[config.mk]
export PLATFORM = sky130hd
export DESIGN_NAME = rx_config_pattern_regs
export DESIGN_NICKNAME = d
export VERILOG_FILES = /design/src/hw/rx_config_pattern_regs.v
export VERILOG_INCLUDE_DIRS = /design/src /design/src/hw
export SDC_FILE = /design/constraint.sdc
export NUM_CORES = 1
export LEC_CHECK = 0
export BUFFER_PORTS_ARGS = -buffer_cell sky130_fd_sc_hd__buf_4
export CORE_ASPECT_RATIO = 1.1
export CORE_MARGIN = 10
export CORE_UTILIZATION = 35
export DETAILED_ROUTE_END_ITERATION = 12
export PLACE_DENSITY = 0.5
export SETUP_SLACK_MARGIN = 0.3
export SLEW_MARGIN = 20
export SYNTH_ARGS = -nofsm -noshare
export SYNTH_HDL_FRONTEND = slang
export SYNTH_SLANG_ARGS = --single-unit
[constraint.sdc]
create_clock -name pclk -period 8.95 [get_ports pclk]
set_clock_uncertainty 0.1 [all_clocks]
set_input_delay 0.4475 -clock pclk [delete_from_list [all_inputs] [get_ports pclk]]
set_output_delay 0.4475 -clock pclk [all_outputs]
set_load 0.05 [all_outputs]
[src/hw/rx_config_pattern_regs_consts.vh]
`ifndef RX_CONFIG_PATTERN_REGS_CONSTS_VH
`define RX_CONFIG_PATTERN_REGS_CONSTS_VH

// ****************************************************************
// Register indices (byte address is four times the index)
// ****************************************************************
`define IDX_FILTER_CAL 6'h08
`define IDX_STRENGTH_CORR 6'h09
`define IDX_MODE_PATTERN 6'h0A
`define IDX_FREQ_ERR_HIGH 6'h0B
`define IDX_FREQ_ERR_LOW 6'h0C
`define IDX_PATTERN_FIRST 6'h0D
`define IDX_PATTERN_SECOND 6'h0E
`define IDX_PATTERN_THIRD 6'h0F
`define IDX_PATTERN_FOURTH 6'h10
`define IDX_EXTRA_WIDTH 6'h13
`define IDX_NARROW_HIGH 6'h15
`define IDX_NARROW_LOW_HPF 6'h16
`define IDX_OSR_SELECT 6'h1B
`define IDX_OSR_VALUE 6'h1C
`define IDX_START_DETECT 6'h1D

// ****************************************************************
// Field positions
// ****************************************************************
`define BIT_BITSYNC_OFF 7
`define BIT_FORCE_WIDEST 4
`define BIT_STRENGTH_EN 7
`define BIT_STRENGTH_RANGE 6
`define BIT_FREQ_ERR_EN 3
`define BIT_CORR_RUN 2
`define BIT_CORR_RESULT 1
`define BIT_CORR_BYPASS 0
`define BIT_INTEG_OVERFLOW 7
`define BIT_QUAD_AMP 6
`define BIT_RX_MODE 5
`define BIT_PATTERN_EN 4
`define BIT_NARROW_EN 2
`define BIT_ALT_DECODE 1
`define BIT_OSR_OVERRIDE 4
`define BIT_FILL_MODE 7
`define BIT_START_FLAG 6

// ****************************************************************
// Codes, reset values and fixed counts
// ****************************************************************
`define POLICY_STARTUP 2'h0
`define POLICY_NONE 2'h1
`define POLICY_ON_CHANGE 2'h2
`define POLICY_FORCE 2'h3
`define WMODE_NORMAL 2'h0
`define WMODE_ALT 2'h1
`define WMODE_NARROW 2'h2
`define WMODE_WIDEST 2'h3
`define RST_BYTE 8'h00
`define OSR_DEFAULT 9'h020
`define PATTERN_BITS 6'h20

`endif

[src/hw/rx_config_pattern_regs.v]
// Operation
// - Force-widest bit selects widest filter and skips calibration.
// - Calibration policy: startup, none, on width change, or on writing 11.
// - Initialisation policy: startup, reserved, on width change, or forced.
// - Signal strength indicator enabled by bit 7 of register 9.
// - Signal strength range chosen by bit 6 of register 9.
// - Two-bit input power level readable at bits 5-4.
// - Frequency error indicator enabled by bit 3 of register 9.
// - Writing 0 to bit 2 starts correction; reads 1 until it ends.
// - Bit 1 reports last correction outcome, 1 meaning failure.
// - Bit 0 set stops correction being applied to the oscillator.
// - Overflow sets bit 7 of register 10; writing 1 resets integrator.
// - Bit 5 of register 10 picks sensitivity or linearity mode.
// - Bit 4 of register 10 enables pattern recognition.
// - Bits 3-2 select pattern length of 8, 16, 24 or 32 bits.
// - Bits 1-0 set tolerated mismatches from zero to three.
// - Frequency error readable as signed 16 bits, high byte first.
// - Pattern starts at register 13 bit 7; more bytes follow in 14-16.
// - Earliest window bit meets pattern MSB; newest bit meets active LSB.
// - Alternate decode bit changes the meaning of the width code.
// - Narrow enable takes width from nine-bit code in registers 21-22.
// - Three-bit high-pass cut-off code in bits 5-3 of register 22.
// - Oversampling is 32, or register 28 plus one when overridden.
// - Pattern found in pattern mode (fill bit 0) raises start flag; write 1 clears.
//
// Added by the designer: the APB slave port.
`timescale 1ns/10ps
`include "rx_config_pattern_regs_consts.vh"

module rx_config_pattern_regs (
	input wire pclk,
	input wire presetn,
	input wire clk_en,
	input wire psel,
	input wire penable,
	input wire pwrite,
	input wire [7:0] paddr,
	input wire [31:0] pwdata,
	output reg [31:0] prdata,
	output reg pready,
	output reg pslverr,
	input wire [1:0] signal_strength_level,
	input wire [15:0] freq_error_value,
	input wire freq_correction_done,
	input wire freq_correction_failed,
	input wire freq_integrator_overflow,
	input wire demod_bit,
	input wire demod_bit_valid,
	output reg bitsync_disable,
	output reg [1:0] filter_width_mode,
	output reg [8:0] filter_width_setting,
	output reg filter_calibrate,
	output reg filter_init,
	output reg [2:0] highpass_cutoff_code,
	output reg [8:0] oversample_ratio,
	output reg signal_strength_enable,
	output reg signal_strength_range,
	output reg freq_error_indicator_enable,
	output reg freq_correction_start,
	output reg freq_correction_bypass,
	output reg freq_integrator_reset,
	output reg quadrature_amp_enable,
	output reg rx_linearity_mode,
	output reg pattern_match,
	output reg start_detect
);

	// ************************************************************
	// Helpers
	// ************************************************************
	function mapped;
		input [5:0] idx;
		begin
			case (idx)
			`IDX_FILTER_CAL, `IDX_STRENGTH_CORR, `IDX_MODE_PATTERN,
			`IDX_FREQ_ERR_HIGH, `IDX_FREQ_ERR_LOW,
			`IDX_PATTERN_FIRST, `IDX_PATTERN_SECOND,
			`IDX_PATTERN_THIRD, `IDX_PATTERN_FOURTH,
			`IDX_EXTRA_WIDTH, `IDX_NARROW_HIGH, `IDX_NARROW_LOW_HPF,
			`IDX_OSR_SELECT, `IDX_OSR_VALUE, `IDX_START_DETECT:
				mapped = 1'b1;
			default:
				mapped = 1'b0;
			endcase
		end
	endfunction

	// Population count of the mismatch word.
	function [5:0] ones;
		input [31:0] v;
		integer i;
		begin
			ones = 6'h00;
			for (i = 0; i < 32; i = i + 1) begin
				ones = ones + {5'h00, v[i]};
			end
		end
	endfunction

	// ************************************************************
	// Storage
	// ************************************************************
	reg [7:0] filter_cal;
	reg [7:0] strength_corr;
	reg [7:0] mode_pattern;
	reg [15:0] freq_error_hold;
	reg [31:0] pattern;
	reg [7:0] extra_width;
	reg [7:0] narrow_high;
	reg [7:0] narrow_low_hpf;
	reg [7:0] osr_select;
	reg [7:0] osr_value;
	reg fill_mode;
	reg [1:0] level_meta;
	reg [1:0] level_sync;
	reg startup_pending;
	reg width_valid;
	reg [31:0] window;
	reg [5:0] received;
	reg check_pending;

	wire [5:0] idx = paddr[7:2];
	wire setup = psel & ~penable;
	wire wr_done = psel & penable & pready & pwrite & ~pslverr;
	wire wr_cal = wr_done & (idx == `IDX_FILTER_CAL);
	wire wr_corr = wr_done & (idx == `IDX_STRENGTH_CORR);
	wire wr_mode = wr_done & (idx == `IDX_MODE_PATTERN);
	wire wr_start = wr_done & (idx == `IDX_START_DETECT);
	wire corr_running = strength_corr[`BIT_CORR_RUN];

	// ************************************************************
	// Effective filter selection
	// ************************************************************
	reg [1:0] next_mode;
	reg [8:0] next_setting;

	always @* begin
		next_setting = {7'h00, filter_cal[6:5]};
		if (filter_cal[`BIT_FORCE_WIDEST]) begin
			next_mode = `WMODE_WIDEST;
			next_setting = 9'h000;
		end else if (extra_width[`BIT_NARROW_EN]) begin
			next_mode = `WMODE_NARROW;
			next_setting = {narrow_high[6:0], narrow_low_hpf[7:6]};
		end else if (extra_width[`BIT_ALT_DECODE]) begin
			next_mode = `WMODE_ALT;
		end else begin
			next_mode = `WMODE_NORMAL;
		end
	end

	wire width_changed = width_valid &
		({next_mode, next_setting} !=
		{filter_width_mode, filter_width_setting});
	wire [1:0] cal_policy = filter_cal[3:2];
	wire [1:0] init_policy = filter_cal[1:0];
	// A forced run needs the written value, not the stored one.
	wire [1:0] wr_cal_policy = pwdata[3:2];
	wire [1:0] wr_init_policy = pwdata[1:0];

	// ************************************************************
	// Pattern comparison
	// ************************************************************
	wire [1:0] psize = mode_pattern[3:2];
	// Size code 3 must give 32, so the sum is made six bits wide first.
	wire [5:0] active_bits = {1'b0, psize, 3'h0} + 6'h08;
	wire [31:0] active_mask;
	wire [31:0] expected;
	wire [31:0] diff;
	// Left-aligned pattern shifted down so its last active bit is bit 0.
	assign expected = pattern >> (6'h20 - active_bits);
	genvar g;
	generate
		for (g = 0; g < 32; g = g + 1) begin : mask_gen
			assign active_mask[g] = (g < active_bits);
		end
	endgenerate
	assign diff = (window ^ expected) & active_mask;
	// Nothing matches until a full window has arrived since enable.
	wire found = (received >= active_bits) &
		(ones(diff) <= {4'h0, mode_pattern[1:0]});

	// ************************************************************
	// Sequential logic
	// ************************************************************
	always @(posedge pclk or negedge presetn) begin
		if (!presetn) begin
			prdata <= 32'h00000000;
			pready <= 1'b0;
			pslverr <= 1'b0;
			filter_cal <= `RST_BYTE;
			strength_corr <= `RST_BYTE;
			mode_pattern <= `RST_BYTE;
			freq_error_hold <= 16'h0000;
			pattern <= 32'h00000000;
			extra_width <= `RST_BYTE;
			narrow_high <= `RST_BYTE;
			narrow_low_hpf <= `RST_BYTE;
			osr_select <= `RST_BYTE;
			osr_value <= `RST_BYTE;
			fill_mode <= 1'b0;
			level_meta <= 2'h0;
			level_sync <= 2'h0;
			startup_pending <= 1'b1;
			width_valid <= 1'b0;
			window <= 32'h00000000;
			received <= 6'h00;
			check_pending <= 1'b0;
			bitsync_disable <= 1'b0;
			filter_width_mode <= `WMODE_NORMAL;
			filter_width_setting <= 9'h000;
			filter_calibrate <= 1'b0;
			filter_init <= 1'b0;
			highpass_cutoff_code <= 3'h0;
			oversample_ratio <= `OSR_DEFAULT;
			signal_strength_enable <= 1'b0;
			signal_strength_range <= 1'b0;
			freq_error_indicator_enable <= 1'b0;
			freq_correction_start <= 1'b0;
			freq_correction_bypass <= 1'b0;
			freq_integrator_reset <= 1'b0;
			quadrature_amp_enable <= 1'b0;
			rx_linearity_mode <= 1'b0;
			pattern_match <= 1'b0;
			start_detect <= 1'b0;
		end else if (clk_en) begin
			// Zero-wait slave: answer in the access cycle.
			pready <= setup;
			pslverr <= setup & ~mapped(idx);
			if (setup) begin
				prdata <= 32'h00000000;
				case (idx)
				`IDX_FILTER_CAL: prdata[7:0] <= filter_cal;
				`IDX_STRENGTH_CORR:
					prdata[7:0] <= {strength_corr[7:6], level_sync,
						strength_corr[3:0]};
				`IDX_MODE_PATTERN: prdata[7:0] <= mode_pattern;
				`IDX_FREQ_ERR_HIGH:
					prdata[7:0] <= freq_error_hold[15:8];
				`IDX_FREQ_ERR_LOW: prdata[7:0] <= freq_error_hold[7:0];
				`IDX_PATTERN_FIRST: prdata[7:0] <= pattern[31:24];
				`IDX_PATTERN_SECOND: prdata[7:0] <= pattern[23:16];
				`IDX_PATTERN_THIRD: prdata[7:0] <= pattern[15:8];
				`IDX_PATTERN_FOURTH: prdata[7:0] <= pattern[7:0];
				`IDX_EXTRA_WIDTH: prdata[7:0] <= extra_width;
				`IDX_NARROW_HIGH: prdata[7:0] <= narrow_high;
				`IDX_NARROW_LOW_HPF: prdata[7:0] <= narrow_low_hpf;
				`IDX_OSR_SELECT: prdata[7:0] <= osr_select;
				`IDX_OSR_VALUE: prdata[7:0] <= osr_value;
				`IDX_START_DETECT:
					prdata[7:0] <= {fill_mode, start_detect, 6'h00};
				default: prdata <= 32'h00000000;
				endcase
			end

			// Plain configuration writes.
			if (wr_cal) begin
				filter_cal <= pwdata[7:0];
			end
			if (wr_mode) begin
				mode_pattern[6:0] <= pwdata[6:0];
			end
			if (wr_done) begin
				case (idx)
				`IDX_PATTERN_FIRST: pattern[31:24] <= pwdata[7:0];
				`IDX_PATTERN_SECOND: pattern[23:16] <= pwdata[7:0];
				`IDX_PATTERN_THIRD: pattern[15:8] <= pwdata[7:0];
				`IDX_PATTERN_FOURTH: pattern[7:0] <= pwdata[7:0];
				`IDX_EXTRA_WIDTH: extra_width <= pwdata[7:0];
				`IDX_NARROW_HIGH: narrow_high <= pwdata[7:0];
				`IDX_NARROW_LOW_HPF: narrow_low_hpf <= pwdata[7:0];
				`IDX_OSR_SELECT: osr_select <= pwdata[7:0];
				`IDX_OSR_VALUE: osr_value <= pwdata[7:0];
				default: fill_mode <= fill_mode;
				endcase
			end

			// Register 9: plain bits, then run and result.
			if (wr_corr) begin
				strength_corr[7:6] <= pwdata[7:6];
				strength_corr[`BIT_FREQ_ERR_EN] <= pwdata[3];
				strength_corr[`BIT_CORR_BYPASS] <= pwdata[0];
			end
			freq_correction_start <= 1'b0;
			if (corr_running & freq_correction_done) begin
				strength_corr[`BIT_CORR_RUN] <= 1'b0;
				strength_corr[`BIT_CORR_RESULT] <= freq_correction_failed;
			end else if (wr_corr & ~pwdata[2] & ~corr_running) begin
				// A start while one runs is ignored.
				strength_corr[`BIT_CORR_RUN] <= 1'b1;
				freq_correction_start <= 1'b1;
			end

			// Overflow flag: the set wins over a same-cycle clear.
			freq_integrator_reset <= wr_mode & pwdata[7];
			if (freq_integrator_overflow) begin
				mode_pattern[`BIT_INTEG_OVERFLOW] <= 1'b1;
			end else if (wr_mode & pwdata[7]) begin
				mode_pattern[`BIT_INTEG_OVERFLOW] <= 1'b0;
			end

			// Level comes from analog comparators, hence the sync.
			level_meta <= signal_strength_level;
			level_sync <= level_meta;
			if (strength_corr[`BIT_FREQ_ERR_EN]) begin
				freq_error_hold <= freq_error_value;
			end

			// Filter selection and calibration triggers.
			width_valid <= 1'b1;
			filter_width_mode <= next_mode;
			filter_width_setting <= next_setting;
			startup_pending <= 1'b0;
			filter_calibrate <= (~filter_cal[`BIT_FORCE_WIDEST] &
				((startup_pending & (cal_policy == `POLICY_STARTUP)) |
				(width_changed & (cal_policy == `POLICY_ON_CHANGE)))) |
				// A forced run obeys the value being written, since
				// the stored force-widest bit is about to be replaced.
				(wr_cal & ~pwdata[`BIT_FORCE_WIDEST] &
				(wr_cal_policy == `POLICY_FORCE));
			filter_init <=
				(startup_pending & (init_policy == `POLICY_STARTUP)) |
				(width_changed & (init_policy == `POLICY_ON_CHANGE)) |
				(wr_cal & (wr_init_policy == `POLICY_FORCE));

			// Pass-through controls.
			bitsync_disable <= filter_cal[`BIT_BITSYNC_OFF];
			highpass_cutoff_code <= narrow_low_hpf[5:3];
			oversample_ratio <= osr_select[`BIT_OSR_OVERRIDE] ?
				({1'b0, osr_value} + 9'h001) : `OSR_DEFAULT;
			signal_strength_enable <=
				strength_corr[`BIT_STRENGTH_EN];
			signal_strength_range <=
				strength_corr[`BIT_STRENGTH_RANGE];
			freq_error_indicator_enable <=
				strength_corr[`BIT_FREQ_ERR_EN];
			freq_correction_bypass <=
				strength_corr[`BIT_CORR_BYPASS];
			quadrature_amp_enable <= mode_pattern[`BIT_QUAD_AMP];
			rx_linearity_mode <= mode_pattern[`BIT_RX_MODE];

			// Bit window: newest bit enters at bit 0.
			check_pending <= 1'b0;
			if (demod_bit_valid & mode_pattern[`BIT_PATTERN_EN]) begin
				window <= {window[30:0], demod_bit};
				check_pending <= 1'b1;
				// The count saturates at 32 so a long run cannot wrap it.
				if (received != `PATTERN_BITS) begin
					received <= received + 6'h01;
				end
			end else if (~mode_pattern[`BIT_PATTERN_EN]) begin
				received <= 6'h00;
			end
			pattern_match <= check_pending & found &
				mode_pattern[`BIT_PATTERN_EN];

			// Start flag: in pattern mode hardware sets, write 1 clears.
			if (wr_start) begin
				fill_mode <= pwdata[`BIT_FILL_MODE];
			end
			if (~fill_mode & check_pending & found &
				mode_pattern[`BIT_PATTERN_EN]) begin
				start_detect <= 1'b1;
			end else if (wr_start & ~fill_mode) begin
				if (pwdata[`BIT_START_FLAG]) begin
					start_detect <= 1'b0;
				end
			end else if (wr_start) begin
				// In fill mode 1 the flag is a plain bit owned by software.
				start_detect <= pwdata[`BIT_START_FLAG];
			end
		end
	end

endmodule // rx_config_pattern_regs

==> impl_metrics.env, run 1 <==
export IMPL_p_sw_frac=0.248
export IMPL_dp_slack_ps=1050
export IMPL_drt_wl_total_mm=32.7
export IMPL_start_util=0.356
export IMPL_post_cts_resize_count=0
export IMPL_seq_power_share=0.459
export IMPL_finalHoldViolations=0
export IMPL_p_total_w=0.00204
export IMPL_layout_common_cells="dfrtp_1, mux2_2, buf_4"
export IMPL_cts_tree="yes"
export IMPL_area_delta_synth_final_pct=14.8
export IMPL_path_class="flip-flop to flip-flop"
export IMPL_worst_slew_pin_slew_ps=997
export IMPL_first_pass_iters=5
export IMPL_internal_power_w=0.00154
export IMPL_rows=68
export IMPL_fill_cells=3119
export IMPL_synth_seq_cells=202
export IMPL_multi_input_area_um2=5510
export IMPL_core_region_area_um2=31400
export IMPL_syn_area_um2=11200
export IMPL_leakagePower_nw=6.04
export IMPL_run_status="completed"
export IMPL_nets=1170
export IMPL_cts_setup_buffers=0
export IMPL_avgRoutedWirePerCell_um=21.9
export IMPL_yosysSeqAreaShare=0.453
export IMPL_grt_antenna_before_repair=0
export IMPL_yosysWarnings=0
export IMPL_period_needed_ps=7840
export IMPL_cts_hold_buffers=1
export IMPL_cts_buffers=25
export IMPL_synthDistinctLibCells=75
export IMPL_drv_slew=0
export IMPL_grt_pass1_vias=8090
export IMPL_setup_viol=0
export IMPL_rsz0062_at_grt="false"
export IMPL_max_cap_viol_count=0
export IMPL_ys_async_sr_fraction=1.00
export IMPL_drc_errors=0
export IMPL_drtIter0Drc=488
export IMPL_die_area_um2=39500
export IMPL_vias=7792
export IMPL_synth_top_flop_cell="dfrtp_1"
export IMPL_clk_latency_ps=530
export IMPL_postLayoutSetupSlackWorst_ps=1110
export IMPL_seqCellArea_um2=5060
export IMPL_synth_edff_count=0
export IMPL_worstSetupEndpointType="flip-flop"
export IMPL_power_density_nw_per_um2=159
export IMPL_detail_route_antenna_nets=0
export IMPL_cts_root_buf="clkbuf_16"
export IMPL_ir_drop_mv=0.147
export IMPL_cp_data_required_time_ps=9300
export IMPL_syn_area_per_cell_um2=11.3
export IMPL_die_h_um=207
export IMPL_dpl_cell_area_um2=12000
export IMPL_min_period_over_period=0.876
export IMPL_critPathMaxFanout=24
export IMPL_clk_pin_slew_worst_paths_ps=60
export IMPL_synthCells=990
export IMPL_clock_power_share=0.476
export IMPL_p_sw_w=0.000505
export IMPL_viasPerCell=5.22
export IMPL_grt_ovfl_total=0
export IMPL_combPwrFrac=0.065
export IMPL_die_w_um=190
export IMPL_cp_arrival_ps=8180
export IMPL_clockBufferDepth=3
export IMPL_fmax_mhz=128
export IMPL_antenna_cells=0
export IMPL_fin_setup_tns_ps=0
export IMPL_start_kind="flip-flop"
export IMPL_track_usage=0.164
export IMPL_hold_class="input pin to flip-flop"
export IMPL_drive_gt1_frac=0.291
export IMPL_grt_pass1_wl_mm=50.8
export IMPL_cts_sinks=202
export IMPL_stdcell_area_um2=12800
export IMPL_portBuffers=88
export IMPL_mostFrequentLayoutCell="dfrtp_1"
export IMPL_io_pins=139
export IMPL_gp_congestion=0.841
export IMPL_slew_headroom=0.331
export IMPL_cts_htree_levels=1
export IMPL_grt_max_degree=86
export IMPL_dp_hpwl_mm=24.3
[layer usage]
| metal | track usage | up-vias | wire, um |
|---|---|---|---|
| li1 | - | 3583 | - |
| met1 | 0.204 | 3962 | 13500 |
| met2 | 0.276 | 191 | 16400 |
| met3 | 0.0270 | 56 | 1630 |
| met4 | 0.0623 | 0 | 1150 |
| met5 | 0 | - | 0 |
[cell usage after synthesis (9+ instances only)]
cell type	number	area [um2]
ha_1	22	275
nor2_1	48	180
mux2_2	148	1670
nand2_1	80	300
dfrtp_1	200	5000
fa_1	24	480
clkbuf_1	25	93.8
nand3_1	16	80.1
o2bb2ai_1	14	123
buf_4	30	225
inv_1	57	214
and3_1	9	56.3
and2_1	13	81.3
nand4_1	9	56.3
xor2_1	20	175
a21oi_1	25	125
buf_2	14	70.1
xnor2_1	25	219
a22oi_1	36	270
o21ai_0	28	140
[power groups by stage]
stage	Combinational [W]	Clock (W)	Sequential [W]
finish	0.000132	0.000972	0.000937
global route	0.000145	0.00103	0.000938
CTS	0.000135	0.000996	0.000937
detailed placement	0.000134	0	0.000953
global placement	0.000133	0	0.000953
floorplan	0.0000768	0	0.000956
[stage by stage]
stage                util  std cells  hold slack (ps)
finish              0.408       1492             51.8
global route        0.408       1492             47.6
CTS                 0.408       1492             32.4
detailed placement  0.383       1447              375
global placement    0.383       1447              368
floorplan               -       1013             51.9
[state kept, by name (all words and copies together), names as in the netlist, 2 cells and up]
register / count
extra_width: 8
filter_cal: 8
filter_width_mode: 2
filter_width_setting: 9
freq_error_hold: 16
highpass_cutoff_code: 3
level_meta: 2
level_sync: 2
mode_pattern: 8
narrow_high: 8
narrow_low_hpf: 8
osr_select: 8
osr_value: 8
oversample_ratio: 9
pattern: 32
prdata: 8
received: 6
strength_corr: 5
window: 32
[worst max-delay path, stage by stage (launching register included)]
cell       delay, ps
dfrtp_1          340
inv_1            150
ha_1             320
buf_4            310
inv_1            230
nor2_2           320
a21oi_1          150
xor2_1           140
nor2_1            70
fa_1             550
inv_1             50
fa_1             500
inv_1             60
fa_1             460
fa_1             530
fa_1             540
fa_1             560
ha_1             160
inv_1             50
fa_1             480
inv_1             50
ha_1             270
nor2b_1          130
a2bb2oi_1        120
or3_1            300
a21oi_1          580
nand2b_1         110
o211ai_1         100
[final timing paths]
check / start / end / slack [ps] / cells past startpoint
hold / removal: freq_error_value[15] / freq_error_hold[15]$_DFFE_PN0P_ / 50 / 2
setup / recovery: mode_pattern[2]$_DFFE_PN0P_ / start_detect$_DFFE_PN0P_ / 1110 / 27
min in group asynchronous: presetn / received[3]$_DFFE_PN0P_ / 420 / 2
hold reg to reg: pattern_match$_DFFE_PN0P_ / pattern_match$_DFFE_PN0P_ / 390 / 1
max in group asynchronous: presetn / extra_width[5]$_DFFE_PN0P_ / 6900 / 3
setup reg to reg: mode_pattern[2]$_DFFE_PN0P_ / start_detect$_DFFE_PN0P_ / 1110 / 27
[cell families after synthesis]
family,after synthesis,synth area share
AO/OA/AOI/OAI,166,0.106
XOR/XNOR,45,0.0353
adder cells (fa/ha/maj),46,0.0677
buffers and inverters,139,0.0619
flip-flops,202,0.453
multiplexers,165,0.174
other,1,0.000336
AND/OR/NAND/NOR,226,0.103
[cell type report]
class,count,share of cell area
Tap cell,420,0.0410
Multi-Input combinational cell,672,0.429
Inverter,57,0.0167
Timing Repair Buffer,97,0.0576
Sequential cell,202,0.394
Clock buffer,34,0.0545
Clock inverter,10,0.00644
Power figures use the tool's default switching activity.
==> run 2, diff against run 1 <==
--- a/config.mk
+++ b/config.mk
@@ -6,6 +6,7 @@
 export SDC_FILE = /design/constraint.sdc
 export NUM_CORES = 1
 export LEC_CHECK = 0
+export ABC_AREA = 1
 export BUFFER_PORTS_ARGS = -buffer_cell sky130_fd_sc_hd__buf_4
 export CORE_ASPECT_RATIO = 1.1
 export CORE_MARGIN = 10
==> impl_metrics.env, run 2 <==
export IMPL_run_status="completed"
export IMPL_p_sw_w=0.000563
export IMPL_reg_top3="pattern x32, window x32, freq_error_hold x16"
export IMPL_whs_path_depth=3
export IMPL_hold_worst_slack_ps=28.3
export IMPL_seq_power_share=0.452
export IMPL_finalHoldViolations=0
export IMPL_setup_viol=0
export IMPL_die_area_um2=39200
export IMPL_core_region_area_um2=31300
export IMPL_cp_arrival_ps=7860
export IMPL_gp_congestion=0.876
export IMPL_grt_ovfl_total=0
export IMPL_cts_htree_levels=1
export IMPL_ir_drop_mv=0.104
export IMPL_avgRoutedWirePerCell_um=18.0
export IMPL_grt_max_degree=78
export IMPL_multi_input_area_um2=5160
export IMPL_rows=68
export IMPL_stdcell_area_um2=12800
export IMPL_drt_wl_total_mm=33.8
export IMPL_critPathSlowestCell="fa_1"
export IMPL_synthCells=1367
export IMPL_synth_edff_count=0
export IMPL_drtIter0Drc=515
export IMPL_drive_gt1_frac=0.145
export IMPL_area_delta_synth_final_pct=15.5
export IMPL_clk_latency_ps=530
export IMPL_internal_power_w=0.00154
export IMPL_detail_route_antenna_nets=0
export IMPL_vias=9132
export IMPL_seqCellArea_um2=5060
export IMPL_synth_seq_cells=202
export IMPL_rsz0062_at_grt="false"
export IMPL_grt_antenna_before_repair=0
export IMPL_portBuffers=88
export IMPL_cts_root_buf="clkbuf_16"
export IMPL_die_h_um=207
export IMPL_drv_slew=0
export IMPL_track_usage=0.172
export IMPL_fin_cells=1880
export IMPL_cts_tree="yes"
export IMPL_combPwrFrac=0.096
export IMPL_p_total_w=0.00210
export IMPL_slowest_delay_ps=560
export IMPL_syn_area_per_cell_um2=8.12
export IMPL_yosys_area_top_type="dfrtp_1"
export IMPL_clk_pin_slew_worst_paths_ps=60
export IMPL_slew_headroom=0.411
export IMPL_ff2ff_path_depth=29
export IMPL_p_sw_frac=0.268
export IMPL_dp_hpwl_mm=25.1
export IMPL_critPathMaxFanout=17
export IMPL_cts_buffers=25
export IMPL_worst_slew_pin_slew_ps=884
export IMPL_grt_pass1_vias=9126
export IMPL_cp_common_cell="fa_1"
export IMPL_io_pins=139
export IMPL_clock_power_share=0.452
export IMPL_syn_area_um2=11100
export IMPL_die_w_um=190
export IMPL_period_needed_ps=7500
export IMPL_max_cap_viol_count=0
export IMPL_fin_setup_tns_ps=0
export IMPL_power_density_nw_per_um2=164
export IMPL_first_pass_iters=5
export IMPL_grt_pass1_wl_mm=53.1
export IMPL_yosys_top_cells_count="nand2_1, dfrtp_1, inv_1"
export IMPL_yosysSeqAreaShare=0.456
export IMPL_min_period_over_period=0.838
export IMPL_synth_top_flop_cell="dfrtp_1"
export IMPL_antenna_cells=0
export IMPL_cts_sinks=202
export IMPL_synthDistinctLibCells=49
export IMPL_start_util=0.354
export IMPL_start_kind="flip-flop"
export IMPL_leakagePower_nw=6.22
export IMPL_layout_common_cells="nand2_1, dfrtp_1, inv_1"
export IMPL_viasPerCell=4.86
export IMPL_fill_cells=3307
export IMPL_placed_cells=1833
export IMPL_fmax_mhz=133
export IMPL_nets=1557
export IMPL_hold_class="input pin to flip-flop"
export IMPL_ys_async_sr_fraction=1.00
export IMPL_drc_errors=0
export IMPL_synth_top_area_frac=0.451
export IMPL_yosysWarnings=0
export IMPL_clockBufferDepth=3
export IMPL_mostFrequentLayoutCell="nand2_1"
export IMPL_synth_most_common_cell="nand2_1"
export IMPL_path_class="flip-flop to flip-flop"
export IMPL_cp_data_required_time_ps=9310
export IMPL_worstSetupEndpointType="flip-flop"
export IMPL_ys_top_cells_by_area="dfrtp_1, nand2_1, o21ai_1"
export IMPL_dpl_cell_area_um2=12000
[run 2: cell types whose count changed in the layout (fill, tap and decap cells not counted), moves of 34 or more]
cell and delta:
mux2_2 -132, nand2_1 +345, a22oi_1 -34, o21ai_0 +48, o21ai_1 +117, nand3_1 +40
inv_1 +78
[run 2: final cells by class]
type                            count  area share
Clock buffer                       33      0.0535
Clock inverter                     12     0.00605
Inverter                          154      0.0453
Multi-Input combinational cell    963       0.402
Sequential cell                   202       0.395
Tap cell                          420      0.0410
Timing Repair Buffer               96      0.0571
[run 2: path summary, 6_finish.rpt]
check	from	to	slack, ps
worst max-delay path	mode_pattern[2]$_DFFE_PN0P_	start_detect$_DFFE_PN0P_	1450
worst min-delay path	demod_bit	window[0]$_DFFE_PN0P_	30
worst max register to register	mode_pattern[2]$_DFFE_PN0P_	start_detect$_DFFE_PN0P_	1450
worst min register to register	level_meta[0]$_DFFE_PN0P_	level_meta[0]$_DFFE_PN0P_	370
max in group asynchronous	presetn	check_pending$_DFFE_PN0P_	6270
min in group asynchronous	presetn	oversample_ratio[1]$_DFFE_PN0P_	420
[run 2: stage by stage]
step           setup WS, ps   util
6_report               1450  0.409
5_1_grt                 957  0.409
4_1_cts                1430  0.409
3_5_place_dp           1470  0.384
3_3_place_gp           1510  0.384
2_1_floorplan          2320      -
[run 2: per-layer routing]
layer / part of all wire / global-route usage
met1: 0.44 / 0.221
met2: 0.47 / 0.285
met3: 0.057 / 0.0356
met4: 0.027 / 0.0556
met5: 0 / 0
[run 2: logic make-up after synthesis]
group	synth area share
other cells	0.000338
flops	0.456
buf+inv	0.0876
simple gates	0.231
mux	0.0162
compound gates	0.133
fa+ha+maj	0.0681
xor+xnor	0.00789
[run 2: critical path: cells and delay by family (launching register included)]
| family | cells | cell delay [ps] |
|---|---|---|
| AO/OA/AOI/OAI | 3 | 390 |
| XOR/XNOR | 1 | 160 |
| adder cells (fa/ha/maj) | 10 | 4430 |
| buffers and inverters | 7 | 840 |
| flip-flops | 1 | 380 |
| AND/OR/NAND/NOR | 8 | 1120 |
[run 2: timing repair]
| item | CTS | global route |
|---|---|---|
| buffers inserted | 0 | 0 |
| hold buffers | 2 | 0 |
| hold endpoints to repair | 75 | 0 |
| resized for setup | 0 | 0 |
[run 2: power by group through the flow]
stage | Clock (W) | Sequential (W) | Combinational (W)
floorplan | 0 | 0.000970 | 0.000128
global placement | 0 | 0.000964 | 0.000202
detailed placement | 0 | 0.000964 | 0.000204
CTS | 0.000977 | 0.000948 | 0.000206
global route | 0.00101 | 0.000950 | 0.000231
finish | 0.000948 | 0.000948 | 0.000202
==> run 3, diff against run 2 <==
--- a/config.mk
+++ b/config.mk
@@ -6,13 +6,13 @@
 export SDC_FILE = /design/constraint.sdc
 export NUM_CORES = 1
 export LEC_CHECK = 0
-export ABC_AREA = 1
+export ABC_AREA = 0
 export BUFFER_PORTS_ARGS = -buffer_cell sky130_fd_sc_hd__buf_4
 export CORE_ASPECT_RATIO = 1.1
 export CORE_MARGIN = 10
 export CORE_UTILIZATION = 35
 export DETAILED_ROUTE_END_ITERATION = 12
-export PLACE_DENSITY = 0.5
+export PLACE_DENSITY = 0.52
 export SETUP_SLACK_MARGIN = 0.3
 export SLEW_MARGIN = 20
 export SYNTH_ARGS = -nofsm -noshare
==> constraint.sdc (replaced) <==
create_clock -name pclk -period 6.2 [get_ports pclk]
set_clock_uncertainty 0.1 [all_clocks]
set_input_delay 0.31 -clock pclk [delete_from_list [all_inputs] [get_ports pclk]]
set_output_delay 0.31 -clock pclk [all_outputs]
set_load 0.05 [all_outputs]
==> impl_metrics.env, run 3 (synthesized netlist as in run 1, its figures left out) <==
export IMPL_run_status="finished, violations left"
export IMPL_failed_checks="negative setup slack"
export IMPL_fin_setup_tns_ps=-936
export IMPL_postLayoutSetupSlackWorst_ps=-502
export IMPL_clk_latency_ps=520
export IMPL_fill_cells=3043
export IMPL_first_pass_iters=5
export IMPL_leakagePower_nw=6.41
export IMPL_drtIter0Drc=524
export IMPL_finalHoldViolations=0
export IMPL_cp_arrival_ps=7030
export IMPL_worstSetupEndpointType="flip-flop"
export IMPL_track_usage=0.166
export IMPL_grt_pass1_vias=8446
export IMPL_critPathMaxFanout=6
export IMPL_grt_max_degree=92
export IMPL_detail_route_antenna_nets=0
export IMPL_dp_slack_ps=-633
export IMPL_die_h_um=207
export IMPL_fmax_mhz=149
export IMPL_start_util=0.356
export IMPL_portBuffers=88
export IMPL_ir_drop_mv=0.211
export IMPL_cp_data_required_time_ps=6530
export IMPL_hold_class="input pin to flip-flop"
export IMPL_cts_root_buf="clkbuf_16"
export IMPL_hold_worst_slack_ps=44.7
export IMPL_reg_top3="pattern x32, window x32, freq_error_hold x16"
export IMPL_drive_gt1_frac=0.337
export IMPL_start_kind="flip-flop"
export IMPL_rows=68
export IMPL_grt_pass1_wl_mm=51.9
export IMPL_area_delta_synth_final_pct=21.2
export IMPL_vias=8109
export IMPL_die_w_um=190
export IMPL_dp_hpwl_mm=24.9
export IMPL_avgRoutedWirePerCell_um=21.5
export IMPL_clockBufferDepth=3
export IMPL_drc_errors=0
export IMPL_grt_antenna_before_repair=0
export IMPL_power_density_nw_per_um2=218
export IMPL_slowest_delay_ps=510
export IMPL_core_region_area_um2=31400
export IMPL_cts_htree_levels=1
export IMPL_layout_common_cells="dfrtp_1, mux2_2, buf_4"
export IMPL_critPathBufInv=6
export IMPL_drv_slew=0
export IMPL_min_period_over_period=1.08
export IMPL_max_cap_viol_count=0
export IMPL_cts_buffers=24
export IMPL_clk_pin_slew_worst_paths_ps=60
export IMPL_mostFrequentLayoutCell="dfrtp_1"
export IMPL_drt_wl_total_mm=33.5
export IMPL_slew_headroom=0.332
export IMPL_nets=1242
export IMPL_die_area_um2=39500
export IMPL_viasPerCell=5.19
export IMPL_setup_viol=2
export IMPL_cp_common_cell="fa_1"
export IMPL_antenna_cells=0
export IMPL_worst_slew_pin_slew_ps=997
export IMPL_critPathSlowestCell="mux4_2"
export IMPL_gp_congestion=0.866
export IMPL_path_class="flip-flop to flip-flop"
export IMPL_crit_family="adder cells"
export IMPL_grt_ovfl_total=0
export IMPL_cts_tree="yes"
export IMPL_cts_sinks=202
export IMPL_rsz0062_at_grt="true"
export IMPL_io_pins=139
export IMPL_period_needed_ps=6700
## run 3: layer usage
metal  up-vias  routed length, um  track usage
li1       3732                  -            -
met1      4131              14300        0.212
met2       199              16600        0.279
met3        47               1750       0.0292
met4         0                936       0.0493
met5         -                  0            0
## run 3: stage by stage
stage / area [um2] / util / total power, W / std cells
2_1_floorplan: 11300 / - / 0.00149 / 1013
3_3_place_gp: 12400 / 0.394 / 0.00157 / 1488
3_5_place_dp: 12400 / 0.394 / 0.00157 / 1488
4_1_cts: 13400 / 0.427 / 0.00298 / 1553
5_1_grt: 13500 / 0.431 / 0.00305 / 1561
6_report: 13500 / 0.431 / 0.00295 / 1561
## run 3: area by class of cell
type	instances	area, um2	share of cell area
clock buffers	33	706	0.0521
clock inverters	7	65.1	0.00481
inverters	57	221	0.0164
multi-input cells	672	5600	0.414
flip-flops and latches	202	5060	0.374
well taps	420	526	0.0388
repair buffers	170	1360	0.100
## run 3: worst register-to-register path: stages, from the launching register on
cell,delay (ps)
dfrtp_2,410
inv_8,40
ha_4,300
buf_6,140
mux4_2,510
xnor2_1,180
nor2_1,80
fa_1,510
inv_2,50
fa_1,490
inv_2,40
fa_1,450
fa_1,510
fa_1,430
fa_1,500
ha_2,180
inv_2,40
fa_1,500
inv_2,50
ha_4,230
nor2b_4,120
a2bb2oi_2,120
or3_4,380
a21oi_4,120
nand2b_1,60
o211ai_1,70
## run 3: path summary, 6_finish.rpt
kind / to / cells past startpoint / startpoint / slack (ps)
max: start_detect$_DFFE_PN0P_ / 25 / mode_pattern[2]$_DFFE_PN0P_ / -500
min: extra_width[1]$_DFFE_PN0P_ / 3 / pwdata[1] / 40
max reg2reg: start_detect$_DFFE_PN0P_ / 25 / mode_pattern[2]$_DFFE_PN0P_ / -500
min reg2reg: prdata[2]$_DFFE_PN0P_ / 1 / prdata[2]$_DFFE_PN0P_ / 380
max in group asynchronous: narrow_high[6]$_DFFE_PN0P_ / 3 / presetn / 4430
min in group asynchronous: window[25]$_DFFE_PN0P_ / 2 / presetn / 270
## run 3: where the power goes
part           total, W  internal (W)  switching [W]  leakage [nW]
Sequential      0.00135       0.00133      0.0000170          2.76
Combinational  0.000206     0.0000664       0.000140          3.28
Clock           0.00139      0.000829       0.000559         0.378
Total           0.00295       0.00223       0.000716          6.41
## run 3: what timing repair did
item | in CTS | in global routing
setup buffers | 3 | 8
resized for setup | 3 | 21
setup endpoints to repair | 2 | 2
hold buffers | 22 | 0
hold endpoints to repair | 110 | 0
pin swaps | 1 | 6
